### config.mk
export PLATFORM = sky130hd
export DESIGN_NAME = delay_scheduler_flat
export DESIGN_NICKNAME = d
export VERILOG_FILES = /design/src/design/pretrig_pkg.sv /design/src/design/pretrig_link_if.sv /design/src/design/delay_scheduler.sv /design/src/design/double_buffer_reg.sv /design/src/flat_wrapper.sv
export SDC_FILE = /design/constraint.sdc
export NUM_CORES = 1
export LEC_CHECK = 0
export BUFFER_PORTS_ARGS = -buffer_cell sky130_fd_sc_hd__clkbuf_2
export CORE_MARGIN = 2
export CORE_UTILIZATION = 35
export DETAILED_ROUTE_END_ITERATION = 7
export MAX_ROUTING_LAYER = met4
export PLACE_DENSITY = 0.6
export RECOVER_POWER = 25
export SLEW_MARGIN = 20
export SYNTH_ARGS = -nofsm -noshare
export SYNTH_HDL_FRONTEND = slang
export SYNTH_SLANG_ARGS = --single-unit
### constraint.sdc
create_clock -name CLK -period 3.2 [get_ports CLK]
set_input_delay 0.48 -clock CLK [delete_from_list [all_inputs] [get_ports CLK]]
set_output_delay 0.48 -clock CLK [all_outputs]
set_load 0.01 [all_outputs]
### src/design/pretrig_pkg.sv
package pretrig_pkg;

  ////////////////////////////////////////////////////////////////////////////////
  // sizes and timing
  localparam int NUM_PT = 6;
  localparam int CNT_W = 16;
  localparam int CFG_AW = 4;
  localparam int CLK_PERIOD_NS = 10;
  // converter busy time per channel; a least time, so it rounds up
  localparam int CONV_TIME_NS = 1250;
  localparam int CONV_CYCLES = (CONV_TIME_NS + CLK_PERIOD_NS - 1) / CLK_PERIOD_NS;
  // software control cycle
  localparam int CTRL_CYCLE_NS = 100000;
  localparam int CTRL_CYCLE_CYCLES = CTRL_CYCLE_NS / CLK_PERIOD_NS;

  ////////////////////////////////////////////////////////////////////////////////
  // scheduler register indices on the link
  localparam logic [3:0] REG_DLY0 = 4'h0;
  localparam logic [3:0] REG_MOD = 4'h6;
  localparam logic [3:0] REG_INTERRUPT_DELAY_VALUE = 4'h7;
  localparam logic [3:0] REG_CTRL = 4'h8;
  localparam logic [3:0] REG_CMD = 4'h9;

  // control register fields
  localparam int CTRL_PRESC_LSB = 0;
  localparam int PRESC_W = 3;
  localparam int CTRL_TSEL_LSB = 3;
  localparam int CTRL_LDMODE_LSB = 5;
  localparam int CTRL_PTEN_LSB = 7;
  localparam int CTRL_CONT_BIT = 13;
  localparam int CTRL_EN_BIT = 14;
  localparam int CMD_LDOK_BIT = 0;
  localparam int CMD_SWTRIG_BIT = 1;

  // reset values
  localparam logic [15:0] CTRL_RESET = 16'h0000;
  localparam logic [15:0] MOD_RESET = 16'h1f3f;
  localparam logic [15:0] INTERRUPT_DELAY_VALUE_RESET = 16'h0000;
  localparam logic [15:0] DLY_OFFSET_RESET = 16'h0000;
  localparam logic [15:0] DLY_BUS_RESET = 16'h07d0;
  localparam logic [15:0] DLY_OTHER_RESET = 16'h0000;

  typedef enum logic [1:0] {
    LOAD_NOW = 2'b00,
    LOAD_AT_MOD = 2'b01,
    LOAD_AT_TRIG = 2'b10,
    LOAD_AT_EITHER = 2'b11
  } load_mode_e;

  typedef enum logic [1:0] {
    TSEL_IN0 = 2'b00,
    TSEL_IN1 = 2'b01,
    TSEL_SW = 2'b10,
    TSEL_NONE = 2'b11
  } trig_sel_e;

  typedef enum logic {
    SEQ_IDLE = 1'b0,
    SEQ_LOCKED = 1'b1
  } seq_state_e;

  ////////////////////////////////////////////////////////////////////////////////
  // controller register word offsets
  localparam logic [3:0] OFS_CTRL = 4'h0;
  localparam logic [3:0] OFS_PWM_MOD = 4'h1;
  localparam logic [3:0] OFS_STATUS = 4'h2;
  localparam logic [3:0] OFS_CLEAR = 4'h3;
  localparam logic [3:0] OFS_ENABLE = 4'h4;
  localparam logic [3:0] OFS_MONITOR = 4'h5;
  localparam logic [3:0] OFS_DEV_ADDR = 4'h6;
  localparam logic [3:0] OFS_DEV_DATA = 4'h7;
  localparam int HCTRL_PWM_EN_BIT = 0;
  localparam int HCTRL_SWTRIG_BIT = 1;
  localparam int EV_W = 3;
  localparam int EV_SEQERR = 0;
  localparam int EV_DELAY = 1;
  localparam int EV_CYCLE = 2;
  localparam logic [15:0] PWM_MOD_RESET = 16'h1f3f;

  // lowest set bit wins, so equal delays go out in channel order
  function automatic logic [2:0] lowest_index(input logic [NUM_PT-1:0] v);
    logic [2:0] idx;
    idx = 3'h0;
    for (int i = NUM_PT - 1; i >= 0; i--) begin
      if (v[i]) begin
        idx = 3'(i);
      end
    end
    return idx;
  endfunction

endpackage

### src/design/pretrig_link_if.sv
`timescale 1ns/1ps
interface pretrig_link_if;
  logic [1:0] trig;
  logic cfg_we;
  logic [pretrig_pkg::CFG_AW-1:0] cfg_addr;
  logic [15:0] cfg_wdata;
  logic [pretrig_pkg::NUM_PT-1:0] pretrig;
  logic [pretrig_pkg::NUM_PT-1:0] conv_done;
  logic seq_err;
  logic delay_int;
  logic [pretrig_pkg::CNT_W-1:0] count;
  logic busy;

  modport dev (
    input trig, cfg_we, cfg_addr, cfg_wdata, conv_done,
    output pretrig, seq_err, delay_int, count, busy
  );
  modport ctl (
    output trig, cfg_we, cfg_addr, cfg_wdata, conv_done,
    input pretrig, seq_err, delay_int, count, busy
  );
endinterface

### src/design/delay_scheduler.sv
// The address map and register access over Avalon-MM are this design's own decisions.
`timescale 1ns/1ps
////////////////////////////////////////////////////////////////////////////////
module delay_scheduler (
  // clock and reset
  input wire logic CLK,
  input wire logic RSTN,
  // link to trigger source and converter
  pretrig_link_if.dev LINK,
  // observation of the pretrigger chain
  output logic [pretrig_pkg::NUM_PT-1:0] PRETRIG_OUT,
  output logic LOCKED,
  output logic SEQ_ERR
);
  localparam int N = pretrig_pkg::NUM_PT;
  localparam int W = pretrig_pkg::CNT_W;
  function automatic logic [6:0] presc_limit(input logic [2:0] p);
    return 7'((8'h01 << p) - 8'h01);
  endfunction

  ////////////////////////////////////////////////////////////////////////////////
  // register writes from the link

  logic [15:0] ctrl;
  logic ldok;
  logic [W-1:0] dly [N];
  logic [W-1:0] mod_val;
  logic [W-1:0] interrupt_delay_value_val;
  logic [N-1:0] dly_wr;
  wire logic load;

  wire logic mod_wr = LINK.cfg_we && (LINK.cfg_addr == pretrig_pkg::REG_MOD);
  wire logic interrupt_delay_value_wr = LINK.cfg_we && (LINK.cfg_addr == pretrig_pkg::REG_INTERRUPT_DELAY_VALUE);
  wire logic ctrl_wr = LINK.cfg_we && (LINK.cfg_addr == pretrig_pkg::REG_CTRL);
  wire logic cmd_wr = LINK.cfg_we && (LINK.cfg_addr == pretrig_pkg::REG_CMD);
  wire logic ldok_wr = cmd_wr && LINK.cfg_wdata[pretrig_pkg::CMD_LDOK_BIT];
  wire logic sw_trig = cmd_wr && LINK.cfg_wdata[pretrig_pkg::CMD_SWTRIG_BIT];

  // each pretrigger delay written on its own index
  genvar gi;
  generate
    for (gi = 0; gi < N; gi++) begin : g_dly
      assign dly_wr[gi] = LINK.cfg_we
        && (LINK.cfg_addr == 4'(pretrig_pkg::REG_DLY0 + 4'(gi)));
      double_buffer_reg #(
        .W(W),
        .RESET_VAL((gi == 0) ? pretrig_pkg::DLY_OFFSET_RESET :
                   (gi == 3) ? pretrig_pkg::DLY_BUS_RESET :
                   pretrig_pkg::DLY_OTHER_RESET)
      ) u_dly (
        .clk(CLK),
        .rstn(RSTN),
        .wr(dly_wr[gi]),
        .wdata(LINK.cfg_wdata),
        .load(load),
        .active(dly[gi])
      );
    end
  endgenerate

  double_buffer_reg #(
    .W(W),
    .RESET_VAL(pretrig_pkg::MOD_RESET)
  ) u_mod (
    .clk(CLK),
    .rstn(RSTN),
    .wr(mod_wr),
    .wdata(LINK.cfg_wdata),
    .load(load),
    .active(mod_val)
  );

  double_buffer_reg #(
    .W(W),
    .RESET_VAL(pretrig_pkg::INTERRUPT_DELAY_VALUE_RESET)
  ) u_interrupt_delay_value (
    .clk(CLK),
    .rstn(RSTN),
    .wr(interrupt_delay_value_wr),
    .wdata(LINK.cfg_wdata),
    .load(load),
    .active(interrupt_delay_value_val)
  );

  // control is not buffered: it takes effect on the write
  always_ff @(posedge CLK or negedge RSTN) begin
    if (!RSTN) begin
      ctrl <= pretrig_pkg::CTRL_RESET;
    end else if (ctrl_wr) begin
      ctrl <= LINK.cfg_wdata;
    end
  end

  ////////////////////////////////////////////////////////////////////////////////
  // configuration fields

  wire logic [2:0] presc = ctrl[pretrig_pkg::CTRL_PRESC_LSB +: pretrig_pkg::PRESC_W];
  wire pretrig_pkg::trig_sel_e tsel =
    pretrig_pkg::trig_sel_e'(ctrl[pretrig_pkg::CTRL_TSEL_LSB +: 2]);
  wire pretrig_pkg::load_mode_e ldmode =
    pretrig_pkg::load_mode_e'(ctrl[pretrig_pkg::CTRL_LDMODE_LSB +: 2]);
  wire logic [N-1:0] pt_en = ctrl[pretrig_pkg::CTRL_PTEN_LSB +: N];
  wire logic cont = ctrl[pretrig_pkg::CTRL_CONT_BIT];
  wire logic enable = ctrl[pretrig_pkg::CTRL_EN_BIT];

  wire logic trig_hit = (tsel == pretrig_pkg::TSEL_IN0) ? LINK.trig[0] :
                        (tsel == pretrig_pkg::TSEL_IN1) ? LINK.trig[1] :
                        (tsel == pretrig_pkg::TSEL_SW) ? sw_trig : 1'b0;
  wire logic trig_acc = enable && trig_hit;

  ////////////////////////////////////////////////////////////////////////////////
  // delay counter

  logic run;
  logic fresh;
  logic [W-1:0] cnt;
  logic [6:0] presc_cnt;

  wire logic tick = (presc_cnt == presc_limit(presc));
  wire logic at_mod = (cnt == mod_val);
  wire logic mod_end = run && tick && at_mod && !trig_acc;

  // counter ticks once every 2^presc CLK cycles, from the same CLK as the pwm timer
  // fresh marks a new count value so each value matches once
  always_ff @(posedge CLK or negedge RSTN) begin
    if (!RSTN) begin
      run <= 1'b0;
      fresh <= 1'b0;
      cnt <= '0;
      presc_cnt <= 7'h00;
    end else if (trig_acc) begin
      run <= 1'b1;
      fresh <= 1'b1;
      cnt <= '0;
      presc_cnt <= 7'h00;
    end else if (!enable || !run) begin
      run <= 1'b0;
      fresh <= 1'b0;
      presc_cnt <= 7'h00;
    end else if (tick) begin
      presc_cnt <= 7'h00;
      fresh <= !at_mod || cont;
      run <= !at_mod || cont;
      cnt <= at_mod ? '0 : W'(cnt + 1'b1);
    end else begin
      fresh <= 1'b0;
      presc_cnt <= 7'(presc_cnt + 1'b1);
    end
  end

  ////////////////////////////////////////////////////////////////////////////////
  // buffered register transfer

  wire logic load_evt = (ldmode == pretrig_pkg::LOAD_AT_MOD) ? mod_end :
                        (ldmode == pretrig_pkg::LOAD_AT_TRIG) ? trig_acc :
                        (ldmode == pretrig_pkg::LOAD_AT_EITHER) ? (mod_end || trig_acc) :
                        1'b0;
  assign load = (ldmode == pretrig_pkg::LOAD_NOW) ? ldok_wr : (ldok && load_evt);
  wire logic ldok_set = ldok_wr && (ldmode != pretrig_pkg::LOAD_NOW);

  // a new load request in the load cycle stays armed
  always_ff @(posedge CLK or negedge RSTN) begin
    if (!RSTN) begin
      ldok <= 1'b0;
    end else begin
      ldok <= ldok_set || (ldok && !load);
    end
  end

  ////////////////////////////////////////////////////////////////////////////////
  // pretrigger sequencing

  pretrig_pkg::seq_state_e state;
  pretrig_pkg::seq_state_e next_state;
  logic [N-1:0] pending;
  logic [N-1:0] next_pending;
  logic [N-1:0] pretrig;
  logic [N-1:0] next_pretrig;
  logic [2:0] cur;
  logic [2:0] next_cur;
  logic seq_err;
  logic delay_int;
  logic [N-1:0] match;

  generate
    for (gi = 0; gi < N; gi++) begin : g_match
      assign match[gi] = fresh && run && pt_en[gi] && (cnt == dly[gi]);
    end
  endgenerate
  wire logic locked = (state == pretrig_pkg::SEQ_LOCKED);
  wire logic [N-1:0] avail = pending | match;
  wire logic [2:0] issue_idx = pretrig_pkg::lowest_index(avail);
  wire logic [N-1:0] issue_oh = N'(1) << issue_idx;
  wire logic multi = |(match & (match - N'(1)));
  // a trigger while still locked means the chain stalled; flag it too
  wire logic seq_hit = ((|match) && (locked || (|pending) || multi))
                       || (trig_acc && locked);
  wire logic done_cur = LINK.conv_done[cur];
  always_comb begin
    next_state = state;
    next_pending = avail;
    next_cur = cur;
    next_pretrig = '0;
    case (state)
      pretrig_pkg::SEQ_IDLE: begin
        if (|avail) begin
          next_state = pretrig_pkg::SEQ_LOCKED;
          next_cur = issue_idx;
          next_pretrig = issue_oh;
          next_pending = avail & ~issue_oh;
        end
      end
      pretrig_pkg::SEQ_LOCKED: begin
        if (done_cur) begin
          next_state = pretrig_pkg::SEQ_IDLE;
        end
      end
      default: begin
        next_state = pretrig_pkg::SEQ_IDLE;
      end
    endcase
    // a new period frees a blocked chain rather than hanging forever
    if (trig_acc) begin
      next_state = pretrig_pkg::SEQ_IDLE;
      next_pending = '0;
      next_pretrig = '0;
    end
  end

  always_ff @(posedge CLK or negedge RSTN) begin
    if (!RSTN) begin
      state <= pretrig_pkg::SEQ_IDLE;
      pending <= '0;
      pretrig <= '0;
      cur <= 3'h0;
      seq_err <= 1'b0;
      delay_int <= 1'b0;
    end else begin
      state <= next_state;
      pending <= next_pending;
      pretrig <= next_pretrig;
      cur <= next_cur;
      seq_err <= seq_hit;
      delay_int <= fresh && run && (cnt == interrupt_delay_value_val);
    end
  end

  ////////////////////////////////////////////////////////////////////////////////
  // outputs

  assign LINK.pretrig = pretrig;
  assign LINK.seq_err = seq_err;
  assign LINK.delay_int = delay_int;
  assign LINK.count = cnt;
  assign LINK.busy = run;
  assign PRETRIG_OUT = pretrig;
  assign LOCKED = locked;
  assign SEQ_ERR = seq_err;
endmodule

### src/design/double_buffer_reg.sv
`timescale 1ns/1ps
module double_buffer_reg #(
  parameter int W = 16,
  parameter logic [W-1:0] RESET_VAL = '0
) (
  // clock and reset
  input wire logic clk,
  input wire logic rstn,
  // buffer write and transfer
  input wire logic wr,
  input wire logic [W-1:0] wdata,
  input wire logic load,
  // value in use
  output logic [W-1:0] active
);
  logic [W-1:0] buffer;

  // a write in the load cycle waits for the next load
  always_ff @(posedge clk or negedge rstn) begin
    if (!rstn) begin
      buffer <= RESET_VAL;
      active <= RESET_VAL;
    end else begin
      if (wr) begin
        buffer <= wdata;
      end
      if (load) begin
        active <= buffer;
      end
    end
  end
endmodule

### src/flat_wrapper.sv
// flat-port wrapper written by rule: the top's interface ports become plain ports
module delay_scheduler_flat 
  (CLK, RSTN, PRETRIG_OUT, LOCKED, SEQ_ERR, LINK_trig, LINK_cfg_we, LINK_cfg_addr, LINK_cfg_wdata, LINK_conv_done, LINK_pretrig, LINK_seq_err, LINK_delay_int, LINK_count, LINK_busy);
  pretrig_link_if LINK_i ();
  input wire logic CLK;
  input wire logic RSTN;
  output logic [pretrig_pkg::NUM_PT-1:0] PRETRIG_OUT;
  output logic LOCKED;
  output logic SEQ_ERR;
  input wire logic [$bits(LINK_i.trig)-1:0] LINK_trig;
  input wire logic [$bits(LINK_i.cfg_we)-1:0] LINK_cfg_we;
  input wire logic [$bits(LINK_i.cfg_addr)-1:0] LINK_cfg_addr;
  input wire logic [$bits(LINK_i.cfg_wdata)-1:0] LINK_cfg_wdata;
  input wire logic [$bits(LINK_i.conv_done)-1:0] LINK_conv_done;
  output wire logic [$bits(LINK_i.pretrig)-1:0] LINK_pretrig;
  output wire logic [$bits(LINK_i.seq_err)-1:0] LINK_seq_err;
  output wire logic [$bits(LINK_i.delay_int)-1:0] LINK_delay_int;
  output wire logic [$bits(LINK_i.count)-1:0] LINK_count;
  output wire logic [$bits(LINK_i.busy)-1:0] LINK_busy;
  assign LINK_i.trig = LINK_trig;
  assign LINK_i.cfg_we = LINK_cfg_we;
  assign LINK_i.cfg_addr = LINK_cfg_addr;
  assign LINK_i.cfg_wdata = LINK_cfg_wdata;
  assign LINK_i.conv_done = LINK_conv_done;
  assign LINK_pretrig = LINK_i.pretrig;
  assign LINK_seq_err = LINK_i.seq_err;
  assign LINK_delay_int = LINK_i.delay_int;
  assign LINK_count = LINK_i.count;
  assign LINK_busy = LINK_i.busy;
  delay_scheduler u_core (.CLK(CLK), .RSTN(RSTN), .LINK(LINK_i), .PRETRIG_OUT(PRETRIG_OUT), .LOCKED(LOCKED), .SEQ_ERR(SEQ_ERR));
endmodule
### Word-level counts from Yosys, hierarchy flattened

Index checks and enable logic that the tools add are counted.

* register bits after elaboration: 315
* latch bits: 0
* bits in writable memories: 0
* memory bits (read-only): 0
* word-level logic and storage cells: 161
* memories kept: 0

* add/subtract/negate cells: 4
* multipliers: 0
* divide/modulo/power cells: 0
* order comparisons: 1
* equal/unequal tests: 24
* shift operators: 2
* multiplexer cells: 38
* bitwise gates (word level): 5
* reductions and logical operators: 59

Operators by type and width (count)
* $eq 16x16->1: 8
* $mux 16: 4
* $mux 6: 6
* $logic_and 1x1->1: 35
* $reduce_or 6->1: 4
* $mux 7: 3
* $mux 3: 6
* $mux 1: 17
* $add 16x1->16 const B: 1
* $eq 4x3->1 const B: 4
* $and 6x6->6: 2
* $eq 4x2->1 const B: 2
* $eq 4x4->1 const B: 2
* $add 7x1->7 const B: 1
* $eq 7x7->1: 1
* $logic_or 1x1->1: 7
* $shl 1x3->7 const A: 1
* $sub 7x1->7 const B: 1
* $eq 2x2->1 const B: 3
* $not 6->6: 1
* $or 6x6->6: 1
* $shl 1x3->6 const A: 1
* $sub 6x1->6 const B: 1
* $logic_not 1->1: 5
* 12 further kinds: 16

### Logic depth before layout (Yosys ltp)

* depth in word-level cells: 18
* mapped depth: 13
* gate-level depth less buffers: 11

### Hierarchy

A second synthesis with hierarchy kept.

* cells, all modules: 1069
* area, all modules: 15142.0 sq um

Modules (own cells, without submodules)
* double_buffer_reg (u_core.g_dly[0].u_dly ...): instances 6, cells an instance 68, area an instance 1298.7 sq um
* delay_scheduler: instances 1, cells an instance 525, area an instance 4709.5 sq um
* double_buffer_reg (u_core.u_mod): instances 1, cells an instance 68, area an instance 1326.3 sq um
* double_buffer_reg (u_core.g_dly[3].u_dly): instances 1, cells an instance 68, area an instance 1313.8 sq um

### Worst setup path after synthesis

OpenSTA, ideal clock, no wires.

* path kind: flip-flop to flip-flop
* from: reg u_core.ctrl[2]
* to: reg u_core.g_dly[0].u_dly.active[0]
* library setup time: 0.125 ns
* data arrival time: 2.986 ns
* path slack: 0.089 ns
* cell stages (with the launch flop): 13
* clock period less this slack: 3.111 ns
* cell sequence: dfrtp_1 > buf_6 > or3_4 > ha_1 > or3b_1 > a21oi_1 > o21ai_1 > a211oi_4 > nand4_1 > and2_4 > buf_12 > buf_12 > mux2_4

* longest elaborated chain between the ends: 12

Ends and longest elaborated chain
* from (decl): RTL line delay_scheduler.sv:24 `logic [15:0] ctrl;`
* from (signal assigned): RTL line delay_scheduler.sv:88 `ctrl <= pretrig_pkg::CTRL_RESET;`
* from (signal assigned): RTL line delay_scheduler.sv:90 `ctrl <= LINK.cfg_wdata;`
* $shl 1x3->7 (*): RTL line delay_scheduler.sv:18 `return 7'((8'h01 << p) - 8'h01);`
* $sub 7x1->7 (*): RTL line delay_scheduler.sv:18
* $eq 7x7->1 (*): RTL line delay_scheduler.sv:119 `wire logic tick = (presc_cnt == presc_limit(presc));`
* $logic_and 1x1->1 (*) (3 in a row): RTL line delay_scheduler.sv:121 `wire logic mod_end = run && tick && at_mod && !trig_acc;`
* $logic_or 1x1->1: RTL line delay_scheduler.sv:156 `(ldmode == pretrig_pkg::LOAD_AT_EITHER) ? (mod_end || trig_acc) :`
* $mux 1: RTL line delay_scheduler.sv:156
* $mux 1: RTL line delay_scheduler.sv:155 `(ldmode == pretrig_pkg::LOAD_AT_TRIG) ? trig_acc :`
* $mux 1 (*): RTL line delay_scheduler.sv:154 `wire logic load_evt = (ldmode == pretrig_pkg::LOAD_AT_MOD) ? mod_end :`
* $logic_and 1x1->1 (*): RTL line delay_scheduler.sv:158 `assign load = (ldmode == pretrig_pkg::LOAD_NOW) ? ldok_wr : (ldok && load_evt);`
* $mux 1 (*): RTL line delay_scheduler.sv:158
* to (signal assigned): RTL line double_buffer_reg.sv:28 `active <= buffer;`
* to (decl): RTL line double_buffer_reg.sv:14 `output logic [W-1:0] active`

Mark *: on every way between the ends. The rest lies on a longest branch, timed or not.
A chain may end at the register's enable or synchronous reset.

### Final worst setup path

* from: reg u_core.ctrl[2]
* to: reg u_core.u_interrupt_delay_value.active[6]

* longest elaborated chain between the ends: 12

Ends and longest elaborated chain (RTL line)
* $shl 1x3->7 (*): delay_scheduler.sv:18
* $sub 7x1->7 (*): delay_scheduler.sv:18
* $eq 7x7->1 (*): delay_scheduler.sv:119
* $logic_and 1x1->1 (*) (3 in a row): delay_scheduler.sv:121
* $logic_or 1x1->1: delay_scheduler.sv:156
* $mux 1: delay_scheduler.sv:156
* $mux 1: delay_scheduler.sv:155
* $mux 1 (*): delay_scheduler.sv:154
* $logic_and 1x1->1 (*): delay_scheduler.sv:158
* $mux 1 (*): delay_scheduler.sv:158
* to (signal assigned): double_buffer_reg.sv:28
* to (decl): double_buffer_reg.sv:14

Marks and branches as above.

==> impl_metrics.yaml <==
min_path:
  min_from: "LINK_cfg_wdata[15]"
  worstHoldPathCells: 2
  hold_class: "in2reg"
  hold_end: "u_core.g_dly[1].u_dly.buffer[15]$_DFFE_PN0P_"
global_routing:
  first_global_vias: 9011
  grt_util_all_layers: 0.176
  grt_max_degree: 73
  antenna_found_initial: 2
  grt.overflow.total: 0
  grt_first_pass_wirelength_um: 56700
routing:
  drc: 0
  drt_iter0_drc: 470
  ant_nets: 0
  vias_per_cell: 5.05
  totalWireLength_um: 36900
  vias: 8771
  post_drt_wl_per_cell_um: 21.2
  dr.pass1.iters: 5
power_and_ir_drop:
  leakagePower_nw: 8.13
  internal_power_w: 0.0102
  ir_drop_v: 0.000357
  switching_share: 0.287
  switchingPower_w: 0.00409
  powerDensity_nw_per_um2: 830
  p_comb_frac: 0.261
  seq_power_share: 0.433
  clockPowerShare: 0.306
synthesis:
  synth_top_area_frac: 0.475
  synth_cells: 1065
  synth_seq_area_share: 0.535
  synthTopCellsByArea: "dfrtp_1 (47%), mux2_4 (12%), mux2_2 (12%)"
  synth_commonest_cells: "dfrtp_1 (281), mux2_2 (152), mux2_4 (120)"
  ys.flop_type: "dfrtp_1"
  netlist_area_um2: 14800
  synth_area_per_cell_um2: 13.9
  synth_edf_count: 0
  ys_seq_elements: 315
  async_flop_share: 1.00
  yosysWarnings: 0
  post-synth-top-area-cell: "dfrtp_1"
  synth_nets: 1099
  synth.distinct_cells: 59
  synth.most_common_cell: "dfrtp_1"
die:
  dieArea_um2: 44000
  pin_count: 64
  dieHeight_um: 210
  start_util: 0.354
  coreArea_um2: 41900
  dieWidth_um: 210
  rows: 75
worst_setup_path:
  crit_type: "reg2reg"
  r2r_cells: 10
  cp.required_ns: 3.60
  max_stage_delay_ns: 0.40
  cp-startpoint: "u_core.ctrl[2]$_DFFE_PN0P_"
  critPathSlowestCell: "or3_4"
  cp.arrival_ns: 3.46
  crit_buf_inv: 2
  path_delay_family: "simple AND/OR/NAND/NOR gates"
  cp_num_cells: 10
  timing.rr.end: "u_core.u_interrupt_delay_value.active[6]$_DFFE_PN0P_"
  path_max_fanout: 29
  worst_setup_path_start_kind: "register"
  end_kind: "register"
  cp_cell_sequence: "or3_4 -> ha_1 -> buf_4 -> o211a_1 -> or3_1 -> a211oi_4 -> nand4_1 -> and2_4 -> buf_12 -> mux2_4"
  r2r-start: "u_core.ctrl[2]$_DFFE_PN0P_"
  reg2reg_setup_slack_ns: 0.13
clock_network:
  cts-root-buf: "clkbuf_16"
  cts_tree: "done"
  cts_max_path_buffers: 3
  clkTransAtPathRegs_ns: 0.06
  post-cts-setup-buffer-count: 0
  cts-buffers-inserted: 35
  clock_sinks: 315
  htree_levels: 2
  clock_latency_ns: 0.51
sta:
  relSlewSlack: -0.328
  hold_viol: 0
  min_period_over_period: 0.958
  skew_ns: 0.0124
  clock.fmax_mhz: 326
  rsz0062_at_grt: "no"
  slew_violations: 70
  final.setup.tns_ns: 0
  tightestPinTransition_ns: 1.99
  setup_ws_ns: 0.134
  period_needed_ns: 3.07
  setup_viol: 0
outcome:
  status: "finished, violations left"
  violations: "max-capacitance violations, max-slew violations"
placed_design:
  place.detailed.hpwl_um: 25200
  gp_congestion: 0.826
  portBuffers: 63
  place_ws_ns: 0.122
layout:
  fin_nets: 1206
  drive_gt1_frac: 0.423
  areaGrowthSynthToFinish_pct: 16.1
  utilization: 0.411
job:
  max_cap_viol_count: 1
worst max path at each step:
stage	to	slack [ns]
after floorplan	u_core.g_dly[0].u_dly.active[0]$_DFFE_PN0P_	0.09
after global placement	u_core.pending[1]$_DFF_PN0_	0.12
after detailed placement	u_core.u_interrupt_delay_value.active[4]$_DFFE_PN0P_	0.12
after CTS	u_core.pending[1]$_DFF_PN0_	0.11
after global routing	u_core.u_interrupt_delay_value.active[6]$_DFFE_PN0P_	0.005
final	u_core.u_interrupt_delay_value.active[6]$_DFFE_PN0P_	0.13
power by group through the flow:
| stage | logic (W) | registers, W | clock network (W) |
|---|---|---|---|
| floorplan | 0.00283 | 0.00594 | 0 |
| global placement | 0.00363 | 0.00619 | 0 |
| detailed placement | 0.00372 | 0.00622 | 0 |
| CTS | 0.00373 | 0.00617 | 0.00446 |
| global route | 0.00404 | 0.00633 | 0.00462 |
| finish | 0.00373 | 0.00618 | 0.00437 |
flip-flops by register name (all words and copies together), names as in the netlist, 7 cells and up:
register / count
u_core.g_dly.u_dly.active: 96
u_core.g_dly.u_dly.buffer: 96
u_core.LINK.count: 16
u_core.u_interrupt_delay_value.active: 16
u_core.u_interrupt_delay_value.buffer: 16
u_core.u_mod.active: 16
u_core.u_mod.buffer: 16
u_core.ctrl: 15
u_core.presc_cnt: 7
metal layers:
metal	global-route usage	vias to the layer above	wire length, um
met5	-	-	0
met4	0.0399	0	687
met3	0.0244	49	1570
met2	0.265	199	16600
met1	0.253	4559	18000
li1	-	3964	-
logic make-up after synthesis:
kind of cell / count (synthesis) / share of synthesized area
AO/OA/AOI/OAI: 64 / 0.0312
XOR/XNOR: 146 / 0.0868
adder cells (fa/ha/maj): 3 / 0.00253
buffers and inverters: 68 / 0.0345
flip-flops: 315 / 0.535
multiplexers: 275 / 0.240
AND/OR/NAND/NOR: 194 / 0.0700
final cells by class:
type / instances / area, um2
Multi-Input combinational cell: 682 / 6390
Inverter: 7 / 26.3
Clock inverter: 13 / 218
Timing Repair Buffer: 131 / 928
Sequential cell: 315 / 7930
Fill cell: 3851 / 24600
Antenna cell: 1 / 2.50
Clock buffer: 50 / 1040
Tap cell: 539 / 674
worst register-to-register path: cells and delay by family (launching register included):
family	cells	cell delay, ns
AOI/OAI and AO/OA	2	0.50
adders and majority gates	1	0.23
buffers and inverters	2	0.36
DFF	1	0.37
muxes	1	0.34
and+or+nand+nor	4	1.16
placed cells by master (no fill, tap or decap), types with 3 or more instances in the layout:
cell type	instances
a211oi_1	4
a21oi_1	23
and2_1	3
and3_1	10
buf_12	9
buf_4	55
bufinv_16	6
clkbuf_1	10
clkbuf_16	37
clkbuf_2	62
clkbuf_8	7
clkinv_2	6
dfrtp_1	279
dfstp_2	34
ha_1	3
inv_1	7
mux2_2	152
mux2_4	120
nand2_1	27
nand2b_1	4
nand3_1	19
nand3b_1	4
nand4_1	21
nor2_1	52
nor3_1	14
nor3b_1	5
nor4_1	12
o211a_1	3
o21ai_0	12
o21ai_1	4
or3_1	6
or4_1	3
xnor2_1	94
xor2_1	51
stage by stage:
step	power (W)	std cells	instance area, um2	hold WS (ns)
6_report	0.0143	1738	17200	0.436
4_1_cts	0.0144	1737	17200	0.417
5_1_grt	0.0150	1738	17200	0.420
3_3_place_gp	0.00982	1673	16000	0.482
3_5_place_dp	0.00994	1673	16000	0.487
2_1_floorplan	0.00878	1065	14800	0.184
what timing repair did:
action	in CTS	in global routing
gates resized for setup	0	3
setup endpoints to repair	0	54
endpoints found under the hold margin	58	0
hold buffers	1	0
No activity file was read; power rests on OpenSTA's default activity.
